--- src/rtl/fess_map.vh ---
`ifndef FESS_MAP_VH
`define FESS_MAP_VH

////////////////////////////////////////////////////////////////////////////////
// register byte offsets
`define FESS_REG_ADDR    8'h00
`define FESS_REG_CMD     8'h04
`define FESS_REG_RDATA   8'h08
`define FESS_REG_STATE   8'h0c

////////////////////////////////////////////////////////////////////////////////
// state register fields
`define FESS_ST_CODE_LSB 0
`define FESS_ST_READY    4
`define FESS_ST_DAMAGED  5
`define FESS_ST_MASK_LSB 8

////////////////////////////////////////////////////////////////////////////////
// status byte bit positions
`define FESS_B_POLL      7
`define FESS_B_TOGGLE    6
`define FESS_B_TLIM      5
`define FESS_B_WIN       3
`define FESS_B_STOG      2

////////////////////////////////////////////////////////////////////////////////
// command sequence addresses and codes
`define FESS_UNLK_A1     16'h0aaa
`define FESS_UNLK_A2     16'h0554
`define FESS_CD_UNLK1    8'haa
`define FESS_CD_UNLK2    8'h55
`define FESS_CD_ERASE    8'h80
`define FESS_CD_PROG     8'ha0
`define FESS_CD_CHIP     8'h10
`define FESS_CD_SECT     8'h30
`define FESS_CD_SUSP     8'hb0
`define FESS_CD_RESET    8'hf0

////////////////////////////////////////////////////////////////////////////////
// timing
`define FESS_CLK_MHZ     24'h64
`define FESS_CLK_NS      10
`define FESS_WIN_US      24'h32
`define FESS_REINIT_US   20
`define FESS_RST_IDLE_NS 500
`define FESS_RST_BUSY_NS 50
`define FESS_PROG_CYC    24'h3e8
`define FESS_PRE_CYC     24'h4e20
`define FESS_ERASE_CYC   24'h4e20

`endif

--- src/rtl/fess_axil.v ---
`timescale 1ns/1ps
`default_nettype none
module fess_axil #(
  parameter ADDR_W = 8
) (
  input  wire              sys_clk,
  input  wire              reset,
  input  wire [ADDR_W-1:0] s_axi_awaddr,
  input  wire              s_axi_awvalid,
  output wire              s_axi_awready,
  input  wire [31:0]       s_axi_wdata,
  input  wire [3:0]        s_axi_wstrb,
  input  wire              s_axi_wvalid,
  output wire              s_axi_wready,
  output reg  [1:0]        s_axi_bresp,
  output reg               s_axi_bvalid,
  input  wire              s_axi_bready,
  input  wire [ADDR_W-1:0] s_axi_araddr,
  input  wire              s_axi_arvalid,
  output wire              s_axi_arready,
  output reg  [31:0]       s_axi_rdata,
  output reg  [1:0]        s_axi_rresp,
  output reg               s_axi_rvalid,
  input  wire              s_axi_rready,
  output wire              wrStb,
  output wire [ADDR_W-1:0] wrAddr,
  output wire [31:0]       wrData,
  output wire [3:0]        wrStrb,
  input  wire              wrErr,
  output wire              rdStb,
  output wire [ADDR_W-1:0] rdAddr,
  input  wire [31:0]       rdWord,
  input  wire              rdErr
);
  reg              awHeld;
  reg              wHeld;
  reg [ADDR_W-1:0] awA;
  reg [31:0]       wD;
  reg [3:0]        wS;

  assign s_axi_awready = !awHeld;
  assign s_axi_wready  = !wHeld;
  assign s_axi_arready = !s_axi_rvalid;
  assign wrStb  = awHeld && wHeld && !s_axi_bvalid;
  assign wrAddr = awA;
  assign wrData = wD;
  assign wrStrb = wS;
  assign rdStb  = s_axi_arvalid && !s_axi_rvalid;
  assign rdAddr = s_axi_araddr;

  always @(posedge sys_clk) begin
    if (reset) begin
      awHeld       <= 1'b0;
      wHeld        <= 1'b0;
      awA          <= {ADDR_W{1'b0}};
      wD           <= 32'h0;
      wS           <= 4'h0;
      s_axi_bvalid <= 1'b0;
      s_axi_bresp  <= 2'h0;
      s_axi_rvalid <= 1'b0;
      s_axi_rdata  <= 32'h0;
      s_axi_rresp  <= 2'h0;
    end else begin
      if (s_axi_awvalid && !awHeld) begin
        awHeld <= 1'b1;
        awA    <= s_axi_awaddr;
      end
      if (s_axi_wvalid && !wHeld) begin
        wHeld <= 1'b1;
        wD    <= s_axi_wdata;
        wS    <= s_axi_wstrb;
      end
      if (s_axi_bvalid && s_axi_bready) begin
        s_axi_bvalid <= 1'b0;
      end
      if (wrStb) begin
        awHeld       <= 1'b0;
        wHeld        <= 1'b0;
        s_axi_bvalid <= 1'b1;
        s_axi_bresp  <= wrErr ? 2'h2 : 2'h0;
      end
      if (s_axi_rvalid && s_axi_rready) begin
        s_axi_rvalid <= 1'b0;
      end
      if (rdStb) begin
        s_axi_rvalid <= 1'b1;
        s_axi_rdata  <= rdWord;
        s_axi_rresp  <= rdErr ? 2'h2 : 2'h0;
      end
    end
  end
endmodule
`default_nettype wire

--- src/rtl/fess_hwrst.v ---
`timescale 1ns/1ps
`default_nettype none
`include "fess_map.vh"
module fess_hwrst (
  input  wire sys_clk,
  input  wire reset,
  input  wire hwResetN,
  input  wire busy,
  output wire hold,
  output wire freed,
  output reg  relBusy
);
  localparam integer IDLE_I = (`FESS_RST_IDLE_NS + `FESS_CLK_NS - 1) / `FESS_CLK_NS;
  localparam integer BUSY_I = (`FESS_RST_BUSY_NS + `FESS_CLK_NS - 1) / `FESS_CLK_NS;
  localparam [7:0]   IDLE_CYC = IDLE_I[7:0];
  localparam [7:0]   BUSY_CYC = BUSY_I[7:0];

  reg       pinS1;
  reg       pinS2;
  reg [7:0] lowCnt;
  reg       held;
  wire [7:0] need = busy ? BUSY_CYC : IDLE_CYC;

  assign hold    = held && !pinS2;
  assign freed   = held && pinS2;

  always @(posedge sys_clk) begin
    if (reset) begin
      pinS1   <= 1'b1;
      pinS2   <= 1'b1;
      lowCnt  <= 8'h0;
      held    <= 1'b0;
      relBusy <= 1'b0;
    end else begin
      pinS1 <= hwResetN;
      pinS2 <= pinS1;
      if (!pinS2) begin
        // a pulse shorter than the minimum width is not acted on
        if (!held) begin
          lowCnt <= lowCnt + 8'h1;
          if (lowCnt + 8'h1 >= need) begin
            held    <= 1'b1;
            relBusy <= busy;
          end
        end
      end else begin
        lowCnt <= 8'h0;
        held   <= 1'b0;
      end
    end
  end
endmodule
`default_nettype wire

--- src/rtl/fess_sequencer.v ---
// How it works
// - chip erase starts after sixth write
// - chip erase programs zeros, then erases
// - 30h at even sector address opens window
// - more codes add sectors, restart window
// - window timer flag readable in selected sector
// - toggle freezes when time-limit flag sets
// - suspend B0h only during sector erase
// - suspended: foreign sectors readable, no programming
// - repeated suspend is ignored
// - suspend in window cancels, erase stopped
// - suspend during erase within 15 us
// - 30h resumes suspended erase
// - resume while erasing is ignored
// - idle hardware reset: 500 ns, quick read
// - busy hardware reset: 50 ns, 20 us reinit
// - reset mid operation marks data suspect
// - algorithm blocks reads, masks other interrupts
// - starts and returns to read state
// - commands ignored during word write
//
// Added by the designer: the register addresses and register access over AXI4-Lite.
`timescale 1ns/1ps
`default_nettype none
`include "fess_map.vh"
module fess_sequencer #(
  parameter        ADDR_W    = 8,
  parameter        NSECT     = 8,
  parameter        SECT_SH   = 13,
  parameter [23:0] WIN_CYC   = `FESS_WIN_US * `FESS_CLK_MHZ,
  parameter [23:0] PRE_CYC   = `FESS_PRE_CYC,
  parameter [23:0] ERASE_CYC = `FESS_ERASE_CYC
) (
  input  wire              sys_clk,
  input  wire              reset,
  input  wire [ADDR_W-1:0] s_axi_awaddr,
  input  wire              s_axi_awvalid,
  output wire              s_axi_awready,
  input  wire [31:0]       s_axi_wdata,
  input  wire [3:0]        s_axi_wstrb,
  input  wire              s_axi_wvalid,
  output wire              s_axi_wready,
  output wire [1:0]        s_axi_bresp,
  output wire              s_axi_bvalid,
  input  wire              s_axi_bready,
  input  wire [ADDR_W-1:0] s_axi_araddr,
  input  wire              s_axi_arvalid,
  output wire              s_axi_arready,
  output wire [31:0]       s_axi_rdata,
  output wire [1:0]        s_axi_rresp,
  output wire              s_axi_rvalid,
  input  wire              s_axi_rready,
  input  wire              hwResetN,
  input  wire [7:0]        arrayData,
  input  wire              arrayFault,
  output reg  [15:0]       arrayAddr,
  output reg  [15:0]       opAddr,
  output reg  [7:0]        opData,
  output reg  [NSECT-1:0]  eraseSectors,
  output wire              arrayProgWord,
  output wire              arrayProgZero,
  output wire              arrayEraseRun,
  output wire              arrayReadBlock,
  output wire              otherIrqDisable,
  output wire              readReady,
  output reg               damaged
);
  localparam [3:0] S_READ   = 4'd0;
  localparam [3:0] S_PROG   = 4'd1;
  localparam [3:0] S_PRE    = 4'd2;
  localparam [3:0] S_CHIP   = 4'd3;
  localparam [3:0] S_SWAIT  = 4'd4;
  localparam [3:0] S_SERASE = 4'd5;
  localparam [3:0] S_SUSP   = 4'd6;
  localparam [3:0] S_STOP   = 4'd7;
  localparam [3:0] S_FAIL   = 4'd8;
  localparam [3:0] S_INIT   = 4'd9;

  localparam [23:0] PROG_CYC   = `FESS_PROG_CYC;
  localparam integer REINIT_I  = `FESS_REINIT_US * `FESS_CLK_MHZ;
  localparam [11:0] REINIT_CYC = REINIT_I[11:0];

  function [NSECT-1:0] sectOf;
    input [15:0] a;
    begin
      sectOf = {{(NSECT-1){1'b0}}, 1'b1} << (a >> SECT_SH);
    end
  endfunction

  wire              wrStb;
  wire [ADDR_W-1:0] wrAddr;
  wire [31:0]       wrData;
  wire [3:0]        wrStrb;
  wire              rdStb;
  wire [ADDR_W-1:0] rdAddr;
  reg  [31:0]       rdWord;
  reg               rdErr;
  reg               wrErr;
  wire              rstHold;
  wire              rstRel;
  wire              relBusy;

  reg  [3:0]  state;
  reg  [2:0]  step;
  reg  [23:0] tmr;
  reg  [11:0] initCnt;
  reg         togg;
  reg         stog;
  reg         failErase;
  reg  [7:0]  statByte;
  reg  [7:0]  rdByte;
  reg         showStat;
  reg         selHit;

  wire busy    = (state >= S_PROG) && (state <= S_SERASE);
  wire tmrRun  = busy && !rstHold;
  wire tmrZero = (tmr == 24'h0);
  wire parked  = (state == S_SUSP) || (state == S_STOP);
  wire algoRun = (state != S_READ) && (state != S_INIT);
  wire cmdGo   = wrStb && (wrAddr == `FESS_REG_CMD) && wrStrb[0];
  wire [7:0] cmdD = wrData[7:0];
  wire [15:0] cmdA = arrayAddr;
  wire rdGo    = rdStb && (rdAddr == `FESS_REG_RDATA);

  // a held hardware reset halts the array at once
  assign arrayProgWord   = (state == S_PROG) && !rstHold;
  assign arrayProgZero   = (state == S_PRE) && !rstHold;
  assign arrayEraseRun   = ((state == S_CHIP) || (state == S_SERASE)) && !rstHold;
  assign arrayReadBlock  = algoRun;
  assign otherIrqDisable = algoRun;
  assign readReady       = (state != S_INIT) && !rstHold;

  fess_axil #(
    .ADDR_W(ADDR_W)
  ) u_axil (
    .sys_clk      (sys_clk),
    .reset        (reset),
    .s_axi_awaddr (s_axi_awaddr),
    .s_axi_awvalid(s_axi_awvalid),
    .s_axi_awready(s_axi_awready),
    .s_axi_wdata  (s_axi_wdata),
    .s_axi_wstrb  (s_axi_wstrb),
    .s_axi_wvalid (s_axi_wvalid),
    .s_axi_wready (s_axi_wready),
    .s_axi_bresp  (s_axi_bresp),
    .s_axi_bvalid (s_axi_bvalid),
    .s_axi_bready (s_axi_bready),
    .s_axi_araddr (s_axi_araddr),
    .s_axi_arvalid(s_axi_arvalid),
    .s_axi_arready(s_axi_arready),
    .s_axi_rdata  (s_axi_rdata),
    .s_axi_rresp  (s_axi_rresp),
    .s_axi_rvalid (s_axi_rvalid),
    .s_axi_rready (s_axi_rready),
    .wrStb        (wrStb),
    .wrAddr       (wrAddr),
    .wrData       (wrData),
    .wrStrb       (wrStrb),
    .wrErr        (wrErr),
    .rdStb        (rdStb),
    .rdAddr       (rdAddr),
    .rdWord       (rdWord),
    .rdErr        (rdErr)
  );

  fess_hwrst u_hwrst (
    .sys_clk (sys_clk),
    .reset   (reset),
    .hwResetN(hwResetN),
    .busy    (busy),
    .hold    (rstHold),
    .freed   (rstRel),
    .relBusy (relBusy)
  );

  //////////////////////////////////////////////////////////////////////////////
  // status byte and read data
  always @* begin
    selHit   = |(sectOf(arrayAddr) & eraseSectors);
    showStat = (algoRun && !parked) || (parked && selHit);
    statByte = 8'h00;
    case (state)
      S_PROG: begin
        statByte[`FESS_B_POLL] = ~opData[7];
        statByte[`FESS_B_STOG] = 1'b1;
      end
      S_SUSP, S_STOP: begin
        statByte[`FESS_B_POLL] = 1'b1;
        statByte[`FESS_B_WIN]  = 1'b1;
      end
      S_FAIL: begin
        statByte[`FESS_B_POLL] = failErase ? 1'b0 : ~opData[7];
      end
      default: begin
        statByte[`FESS_B_POLL] = 1'b0;
        statByte[`FESS_B_WIN]  = (state != S_SWAIT);
      end
    endcase
    if (state != S_PROG) begin
      statByte[`FESS_B_STOG] = stog;
    end
    statByte[`FESS_B_TOGGLE] = togg;
    statByte[`FESS_B_TLIM]   = (state == S_FAIL);
    if (!readReady) begin
      rdByte = 8'h00;
    end else if (showStat) begin
      rdByte = statByte;
    end else begin
      rdByte = arrayData;
    end
  end

  //////////////////////////////////////////////////////////////////////////////
  // register decode
  always @* begin
    rdErr  = 1'b0;
    rdWord = 32'h0;
    if (rdAddr == `FESS_REG_ADDR) begin
      rdWord = {16'h0, arrayAddr};
    end else if (rdAddr == `FESS_REG_CMD) begin
      rdWord = 32'h0;
    end else if (rdAddr == `FESS_REG_RDATA) begin
      rdWord = {24'h0, rdByte};
    end else if (rdAddr == `FESS_REG_STATE) begin
      rdWord[`FESS_ST_CODE_LSB +: 4]     = state;
      rdWord[`FESS_ST_READY]             = readReady;
      rdWord[`FESS_ST_DAMAGED]           = damaged;
      rdWord[`FESS_ST_MASK_LSB +: NSECT] = eraseSectors;
    end else begin
      rdErr = 1'b1;
    end
    if (wrAddr == `FESS_REG_ADDR) begin
      wrErr = 1'b0;
    end else if (wrAddr == `FESS_REG_CMD) begin
      wrErr = 1'b0;
    end else begin
      wrErr = 1'b1;
    end
  end

  //////////////////////////////////////////////////////////////////////////////
  // sequencer
  always @(posedge sys_clk) begin
    if (reset) begin
      state        <= S_READ;
      step         <= 3'd0;
      tmr          <= 24'h0;
      initCnt      <= 12'h0;
      togg         <= 1'b0;
      stog         <= 1'b0;
      failErase    <= 1'b0;
      arrayAddr    <= 16'h0;
      opAddr       <= 16'h0;
      opData       <= 8'h00;
      eraseSectors <= {NSECT{1'b0}};
      damaged      <= 1'b0;
    end else begin
      if (tmrRun && !tmrZero) begin
        tmr <= tmr - 24'h1;
      end
      if (initCnt != 12'h0) begin
        initCnt <= initCnt - 12'h1;
      end
      if (wrStb && (wrAddr == `FESS_REG_ADDR)) begin
        if (wrStrb[0]) begin
          arrayAddr[7:0] <= wrData[7:0];
        end
        if (wrStrb[1]) begin
          arrayAddr[15:8] <= wrData[15:8];
        end
      end
      if (rdGo && readReady && showStat) begin
        if (!parked && (state != S_FAIL)) begin
          togg <= ~togg;
        end
        if (selHit && (state != S_PROG)) begin
          stog <= ~stog;
        end
      end
      if (rstHold) begin
        state        <= S_READ;
        step         <= 3'd0;
        eraseSectors <= {NSECT{1'b0}};
      end else if (rstRel) begin
        if (relBusy) begin
          state   <= S_INIT;
          initCnt <= REINIT_CYC;
          damaged <= 1'b1;
        end else begin
          state <= S_READ;
        end
      end else begin
        case (state)
          S_READ: begin
            if (cmdGo) begin
              step <= 3'd0;
              if (cmdD == `FESS_CD_RESET) begin
                step <= 3'd0;
              end else if (step == 3'd0) begin
                if (cmdA == `FESS_UNLK_A1 && cmdD == `FESS_CD_UNLK1) begin
                  step <= 3'd1;
                end
              end else if (step == 3'd1 || step == 3'd4) begin
                if (cmdA == `FESS_UNLK_A2 && cmdD == `FESS_CD_UNLK2) begin
                  step <= step + 3'd1;
                end
              end else if (step == 3'd2) begin
                if (cmdA == `FESS_UNLK_A1 && cmdD == `FESS_CD_ERASE) begin
                  step <= 3'd3;
                end else if (cmdA == `FESS_UNLK_A1 && cmdD == `FESS_CD_PROG) begin
                  step <= 3'd6;
                end
              end else if (step == 3'd3) begin
                if (cmdA == `FESS_UNLK_A1 && cmdD == `FESS_CD_UNLK1) begin
                  step <= 3'd4;
                end
              end else if (step == 3'd5) begin
                if (cmdA == `FESS_UNLK_A1 && cmdD == `FESS_CD_CHIP) begin
                  state        <= S_PRE;
                  tmr          <= PRE_CYC;
                  eraseSectors <= {NSECT{1'b1}};
                end else if (cmdD == `FESS_CD_SECT && !cmdA[0]) begin
                  state        <= S_SWAIT;
                  tmr          <= WIN_CYC;
                  eraseSectors <= sectOf(cmdA);
                end
              end else if (step == 3'd6) begin
                state  <= S_PROG;
                tmr    <= PROG_CYC;
                opAddr <= cmdA;
                opData <= cmdD;
              end
            end
          end
          S_PROG: begin
            // every command falls through unseen here
            if (tmrZero) begin
              failErase <= 1'b0;
              state     <= arrayFault ? S_FAIL : S_READ;
            end
          end
          S_PRE: begin
            if (tmrZero) begin
              if (arrayFault) begin
                failErase <= 1'b1;
                state     <= S_FAIL;
              end else begin
                state <= S_CHIP;
                tmr   <= ERASE_CYC;
              end
            end
          end
          S_CHIP: begin
            if (tmrZero) begin
              failErase <= 1'b1;
              state     <= arrayFault ? S_FAIL : S_READ;
              if (!arrayFault) begin
                eraseSectors <= {NSECT{1'b0}};
              end
            end
          end
          S_SWAIT: begin
            if (cmdGo && cmdD == `FESS_CD_SUSP) begin
              state <= S_STOP;
            end else if (cmdGo && cmdD == `FESS_CD_SECT && !cmdA[0]) begin
              eraseSectors <= eraseSectors | sectOf(cmdA);
              tmr          <= WIN_CYC;
            end else if (tmrZero) begin
              state <= S_SERASE;
              tmr   <= ERASE_CYC;
            end
          end
          S_SERASE: begin
            if (cmdGo && cmdD == `FESS_CD_SUSP) begin
              state <= S_SUSP;
            end else if (tmrZero) begin
              failErase <= 1'b1;
              state     <= arrayFault ? S_FAIL : S_READ;
              if (!arrayFault) begin
                eraseSectors <= {NSECT{1'b0}};
              end
            end
          end
          S_SUSP: begin
            // further suspends and any program sequence are dropped
            if (cmdGo && cmdD == `FESS_CD_SECT) begin
              state <= S_SERASE;
            end
          end
          S_STOP: begin
            if (cmdGo && cmdD == `FESS_CD_SECT) begin
              state <= S_SERASE;
              tmr   <= ERASE_CYC;
            end else if (cmdGo && cmdD == `FESS_CD_RESET) begin
              state        <= S_READ;
              eraseSectors <= {NSECT{1'b0}};
            end
          end
          S_FAIL: begin
            if (cmdGo && cmdD == `FESS_CD_RESET) begin
              state        <= S_READ;
              step         <= 3'd0;
              eraseSectors <= {NSECT{1'b0}};
            end
          end
          S_INIT: begin
            if (initCnt == 12'h0) begin
              state <= S_READ;
            end
          end
          default: begin
            state <= S_READ;
          end
        endcase
      end
    end
  end
endmodule
`default_nettype wire

--- config.mk ---
export PLATFORM = sky130hd
export DESIGN_NAME = fess_sequencer
export DESIGN_NICKNAME = d
export VERILOG_FILES = /design/src/rtl/fess_axil.v /design/src/rtl/fess_hwrst.v /design/src/rtl/fess_sequencer.v
export VERILOG_INCLUDE_DIRS = /design/src /design/src/rtl
export SDC_FILE = /design/constraint.sdc
export NUM_CORES = 1
export LEC_CHECK = 0
export BUFFER_PORTS_ARGS = -buffer_cell sky130_fd_sc_hd__buf_2
export CAP_MARGIN = 20
export CORE_UTILIZATION = 44
export DETAILED_ROUTE_END_ITERATION = 7
export HOLD_SLACK_MARGIN = 0.05
export PLACE_DENSITY = 0.73
export SYNTH_ARGS = -nofsm -noshare
export SYNTH_HDL_FRONTEND = slang
export SYNTH_SLANG_ARGS = --single-unit
--- constraint.sdc ---
create_clock -name sys_clk -period 2.9 [get_ports sys_clk]
set_input_delay 0.58 -clock sys_clk [delete_from_list [all_inputs] [get_ports sys_clk]]
set_output_delay 0.58 -clock sys_clk [all_outputs]
set_load 0.02 [all_outputs]
==> results of run 1 <==
[cell families (layout without fill, tap and decap cells)]
group                      count (synthesis)  count (layout)  share of synthesized area [%]
AOI/OAI and AO/OA                        187             187                          15.60
xor gates and xnor gates                  41              41                          4.398
buffers and inverters                     98             252                          5.747
adders and majority gates                 15              15                          2.299
and+or+nand+nor                          442             442                          26.74
DFF                                      155             155                          38.01
muxes                                     58              58                          7.157
other                                      1              18                        0.04593
[worst paths after layout]
check	to	slack, ps	depth (start not counted)
hold reg to reg	u_hwrst.pinS2	400	1
setup / recovery	eraseSectors[6]	80	7
setup reg to reg	eraseSectors[6]	80	7
hold / removal	u_axil.s_axi_rvalid	330	2
[per-layer routing]
layer  GRT usage, %  wire length, um  vias up
met5              0                0        -
met4          8.043              364        0
met3          4.641             1322       37
met2          39.74            10840      250
met1          32.45            10460     3707
li1               -                -     3846
[cells in the final DEF, fill, tap and decap left out, types with 9 or more instances in the layout]
cell type  count
a211oi_1      10
a21oi_1       57
a221oi_1      13
and2_1         9
buf_2        127
buf_4         69
clkbuf_16     17
conb_1        18
dfxtp_1      155
ha_1          15
inv_1         21
mux2i_1       55
nand2_1       95
nand2b_1      12
nand3_1       21
nand4_1       10
nor2_1       152
nor3_1        42
nor4_1        22
o21ai_0       27
o31ai_1       12
or3_1         12
xnor2_1       29
xor2_1        12
[power by group through the flow]
stage	Sequential [mW]	Combinational, mW	Clock (mW)
finish	2.57	2.97	2.32
global route	2.60	3.29	2.43
CTS	2.56	2.93	2.35
detailed placement	2.61	2.90	0
global placement	2.60	2.86	0
floorplan	2.58	2.04	0
[registers in the layout, summed over array words and instances, names as in the netlist, 2 cells and up]
signal / count
step: 3
tmr: 24
eraseSectors: 8
initCnt: 12
u_axil.wrData: 16
u_hwrst.lowCnt: 8
opAddr: 16
arrayAddr: 16
opData: 8
u_axil.s_axi_rdata: 16
state: 4
u_axil.wrStrb: 2
u_axil.wrAddr: 8
[critical path, stage by stage (launching register included)]
cell and delay, ps:
dfxtp_1 310, or4_4 580, or4_4 530, or4_1 580
o221ai_2 210, nor4_2 90, and2_1 210, a22o_1 200
[per-stage QoR]
| step | util [%] | worst slack (ps) |
|---|---|---|
| after floorplan | - | 5.197 |
| after global placement | 51.69 | -108.1 |
| after detailed placement | 51.69 | -116.2 |
| after CTS | 55.19 | 6.784 |
| after global routing | 55.27 | -11.94 |
| final | 55.27 | 76.26 |
[area by class of cell]
| cell class | count | area share, % |
|---|---|---|
| Sequential cell | 155 | 31.04 |
| Clock inverter | 15 | 1.990 |
| Clock buffer | 17 | 4.256 |
| Timing Repair Buffer | 198 | 11.94 |
| Inverter | 22 | 0.8261 |
| Tap cell | 229 | 2.866 |
| Multi-Input combinational cell | 761 | 47.08 |
[timing repair]
item	4_1_cts	5_1_grt
setup endpoints to repair	24	15
pin swaps	6	5
hold buffers	0	0
resized for setup	2	4
==> results.yml, run 1 <==
outcome:
  outcome: "finished with violations"
  failed_checks: "DRC"
global_routing:
  grt_usage_pct: 24.37
  number_of_antenna_violations_at_the_first_check_in_global_routing: 0
  grt_first_pass_wirelength_um: 37580
  pin_count_of_the_biggest_net_entering_global_routing: 59
  global_route.overflow_total: 0
  first_global_vias: 7397
timing:
  timing.hold.ws_ps: 329.3
  finalClockSkew_ps: 10.15
  final-setup-viol-count: 0
  final_hold_viol_count: 0
  slew_headroom_pct: 39.73
  final-max-slew-violation-count: 0
  finalSetupTns_ps: 0
  setup_repair_after_global_routing_missed_its_margin: "yes"
  period_needed_ps: 2824
  fmax_ghz: 0.3541
  final.period_utilization_pct: 97.37
  timing_worst_slew_pin_value_ps: 902.2
logic_synthesis:
  synth_top_flop_cell: "dfxtp_1"
  seq_area_frac_synth_pct: 38.01
  netlist_area_um2: 8164
  synth_enable_flop_cells: 0
  synthTopCellsByCount: "dfxtp_1, nor2_1, nand2_1, a21oi_1, mux2i_1"
  synth.most_common_cell: "dfxtp_1"
  mapped_avg_cell_area_um2: 8.189
  synth.ff_latch_count: 155
  synth_async_sr_flop_share_pct: 0
  synth_top_area_cell: "dfxtp_1"
  yosys.cell_types.count: 77
  yosysWarningCount: 0
  synth_area_leaders: "dfxtp_1, nor2_1, mux2i_1"
  synth_largest_type_area_fraction_pct: 38.01
  number_of_instances_in_the_synthesized_netlist: 997
pwr:
  totalPowerFinal_mw: 7.860
  switching_power_mw: 3.005
  netSwitchingFraction_pct: 38.23
  worst_ir_drop_vdd_uv: 470.4
  power.static_leakage_nw: 4.189
  power_per_cell_area_nw_per_um2: 786.3
  power_frac_clock_pct: 29.5
  internal_power_mw: 4.855
  power.combinational.fraction_pct: 37.8
  seq_power_share_pct: 32.7
finish:
  layout-drive-gt1-share_pct: 22.26
  final_nets: 1239
  antennaDiodeCount: 0
  post_layout_nonfiller_instances: 1397
  area_growth_syn_to_layout_pct: 22.44
  area_of_the_multi_input_gates_um2: 4706
  layout.area.seq_um2: 3103
  fillers: 1629
  fin_area_um2: 9996
floorplanning:
  die_w_um: 138.2
  die_area_um2: 19100
  start_util_pct: 45.14
  num_rows: 49
  die_height_um: 138.2
  io-pin-count: 165
  core_um2: 18090
drt:
  per_cell_via_count_in_the_routed_design: 5.612
  route.vias.total: 7840
  post-route-drc-count: 12
  detailedRoute.firstPassIterationCount: 7
  iteration_0_drc_markers: 572
  wirelength_um: 22990
  final_antenna_net_count: 0
  routedWlPerCell_um: 16.45
clock_network:
  htree_num_levels: 4
  tritoncts_clock_tree: "yes"
  clk_latency_ps: 430
  cts.path.max_buffers: 2
  clk_transition_reported_paths_ps: 70
  cts-buffers-inserted: 17
  cts_root_buffer: "clkbuf_16"
  number_of_sinks_on_the_clock_net: 155
  cts_setup_buffers: 0
critical_path:
  end_kind: "flop"
  crit_required_ps: 3230
  critical_path_start_end_classification: "flop to flop"
  crit_path_start: "u_axil.wrAddr[6]"
  crit_arrival_ps: 3160
  worstSetupStartpointType: "flop"
  timing.critical_path.fanout_max: 5
  crit-reg2reg-launch: "u_axil.wrAddr[6]"
min_path:
  hold_path.class: "input port to flop"
  startpoint_of_the_worst_hold_path: "s_axi_rready"
run:
  maxCapViolCount: 0
placed_design:
  buffer_ports.inserted: 128
  detailed_place_hpwl_um: 16700
  place_area_um2: 9349
  dp.cells: 1365
  gp_routability_congestion: 0.8950
Note: power is estimated with default switching activity, not from simulation.
==> run 2, diff against run 1 <==
Settings changed: PLACE_DENSITY 0.73 to 0.72, SYNTH_HIERARCHICAL set to 1.
==> run 2 against run 1 <==
Largest cell class unchanged. Critical path depth unchanged. Synthesized cell count rose by 6.8%. Utilization decreased by 0.35 points. First-iteration DRC count grew 17%. Sequential power is 11% higher. The run now ends clean.
==> results.yml, run 2 <==
critical_path:
  cell_family_contributing_the_most_delay_on_the_critical_path: "simple AND/OR/NAND/NOR gates"
  critical_path.cell_chain: "nor4_1 -> nand2_1 -> nor3_1 -> a221o_1 -> nor3_2 -> a311oi_4 -> a22o_1"
  critPathSlowestCell: "nor4_1"
  end_kind: "flop"
  crit_arrival_ps: 3090
  crit_required_ps: 3270
  timing.critical_path.fanout_max: 8
  worstSetupStartpointType: "flop"
  buf_inv_on_cp: 0
  critical_path.max_stage_delay_ps: 540
  critical_path_start_end_classification: "flop to flop"
timing:
  finalClockSkew_ps: 13.84
  final-setup-viol-count: 0
  final-max-slew-violation-count: 0
  finalSetupTns_ps: 0
  timing_worst_slew_pin_value_ps: 893.3
  slew_headroom_pct: 39.89
  final.period_utilization_pct: 93.78
  setup_repair_after_global_routing_missed_its_margin: "no"
  fmax_ghz: 0.3677
  final_hold_viol_count: 0
  period_needed_ps: 2720
clock_network:
  post_cts.resized_instances: 0
  cts_root_buffer: "clkbuf_16"
  cts_setup_buffers: 0
  htree_num_levels: 4
  cts.path.max_buffers: 2
  cts-hold-fix-buffers: 0
  number_of_sinks_on_the_clock_net: 171
  tritoncts_clock_tree: "yes"
  clk_transition_reported_paths_ps: 70
  cts-buffers-inserted: 17
  clk_latency_ps: 440
placed_design:
  gp_routability_congestion: 0.9063
  detailed_place_hpwl_um: 17060
  buffer_ports.inserted: 144
pwr:
  seq_power_share_pct: 34.3
  switching_power_mw: 3.113
  internal_power_mw: 5.171
  power_per_cell_area_nw_per_um2: 798.5
  power_frac_clock_pct: 29.6
  worst_ir_drop_vdd_uv: 470.1
  power.combinational.fraction_pct: 36.1
  totalPowerFinal_mw: 8.284
  netSwitchingFraction_pct: 37.58
  power.static_leakage_nw: 4.400
min_path:
  hold_path.class: "input port to flop"
floorplanning:
  start_util_pct: 45.37
  core_um2: 18890
  io-pin-count: 165
  die_area_um2: 20040
  die_height_um: 141.6
  die_w_um: 141.6
  num_rows: 50
finish:
  regMostFlops: "u_axil/s_axi_rdata"
  most-common-layout-cells: "nand2_1, dfxtp_1, buf_2"
  largest_register_ff_count: 32
  largestRegisters: "u_axil/s_axi_rdata (32), tmr (24)"
  layout.area.seq_um2: 3423
  layout-drive-gt1-share_pct: 21.70
  area_growth_syn_to_layout_pct: 21.03
  mostFrequentLayoutCell: "nand2_1"
  area_of_the_multi_input_gates_um2: 4712
  fillers: 1823
  final_nets: 1315
outcome:
  outcome: "completed"
global_routing:
  global_route.overflow_total: 0
  grt_first_pass_wirelength_um: 38070
  pin_count_of_the_biggest_net_entering_global_routing: 53
  grt_usage_pct: 23.79
  number_of_antenna_violations_at_the_first_check_in_global_routing: 0
  first_global_vias: 7606
drt:
  detailedRoute.firstPassIterationCount: 5
  wirelength_um: 23470
  met3_wirelength_um: 1435
  met1_length_um: 11120
  iteration_0_drc_markers: 670
  route.vias.total: 8162
  post-route-drc-count: 0
  detailroute.wirelength.met2_um: 10550
  routed.top_layer: "met4"
  final_antenna_net_count: 0
  routedWlPerCell_um: 15.59
  per_cell_via_count_in_the_routed_design: 5.423
logic_synthesis:
  netlist_area_um2: 8572
  number_of_instances_in_the_synthesized_netlist: 1065
  mapped_avg_cell_area_um2: 8.049
  yosysWarningCount: 6
run:
  maxCapViolCount: 0
==> run 2: layout make-up <==
type	count	share of cell area, %
clock buffer	17	4.100
clock inverter	15	2.135
multi-input combinational	813	45.42
inverter	25	0.9527
tap	260	3.136
sequential	171	33.00
antenna	1	0.02412
timing repair buffer	203	11.24
==> run 2: final timing paths <==
kind,start,to,slack (ps),cells past startpoint
worst max-delay path,u_axil/wrData[0],eraseSectors[4],180,7
worst min-delay path,hwResetN,u_hwrst/pinS1,330,2
worst min register to register,u_hwrst/pinS1,u_hwrst/pinS2,410,1
worst max register to register,u_axil/wrData[0],eraseSectors[4],180,7
==> run 2: power groups by stage <==
stage	clock (mW)	sequential, mW	combinational [mW]
after floorplan	0	2.83	1.77
after global placement	0	2.87	2.91
after detailed placement	0	2.88	2.95
after CTS	2.49	2.84	2.97
after global routing	2.59	2.88	3.30
final	2.46	2.84	2.99
==> run 2: per-layer routing <==
layer	GRT usage, %	vias to the layer above
met1	33.20	3839
met2	37.18	285
met4	7.131	0
met5	0	-
li1	-	4006
met3	4.489	32
==> run 2: worst reg2reg max path, delay by kind of cell (launching register included) <==
| kind | cells | cell delay [ps] |
|---|---|---|
| DFF | 1 | 380 |
| and+or+nand+nor | 4 | 1340 |
| AOI/OAI and AO/OA | 3 | 950 |
==> run 2: stage by stage <==
stage               instances  hold WS [ps]  setup slack (ps)  util (%)  instance area [um^2]
finish                   1505         328.7             180.3     54.91                 10380
global route             1504         317.3             4.573     54.90                 10370
CTS                      1503         317.1             207.0     54.86                 10360
detailed placement       1471         401.6             282.1     51.44                  9718
global placement         1471         396.4             317.1     51.44                  9718
floorplan                1081         389.5             401.5         -                  8632
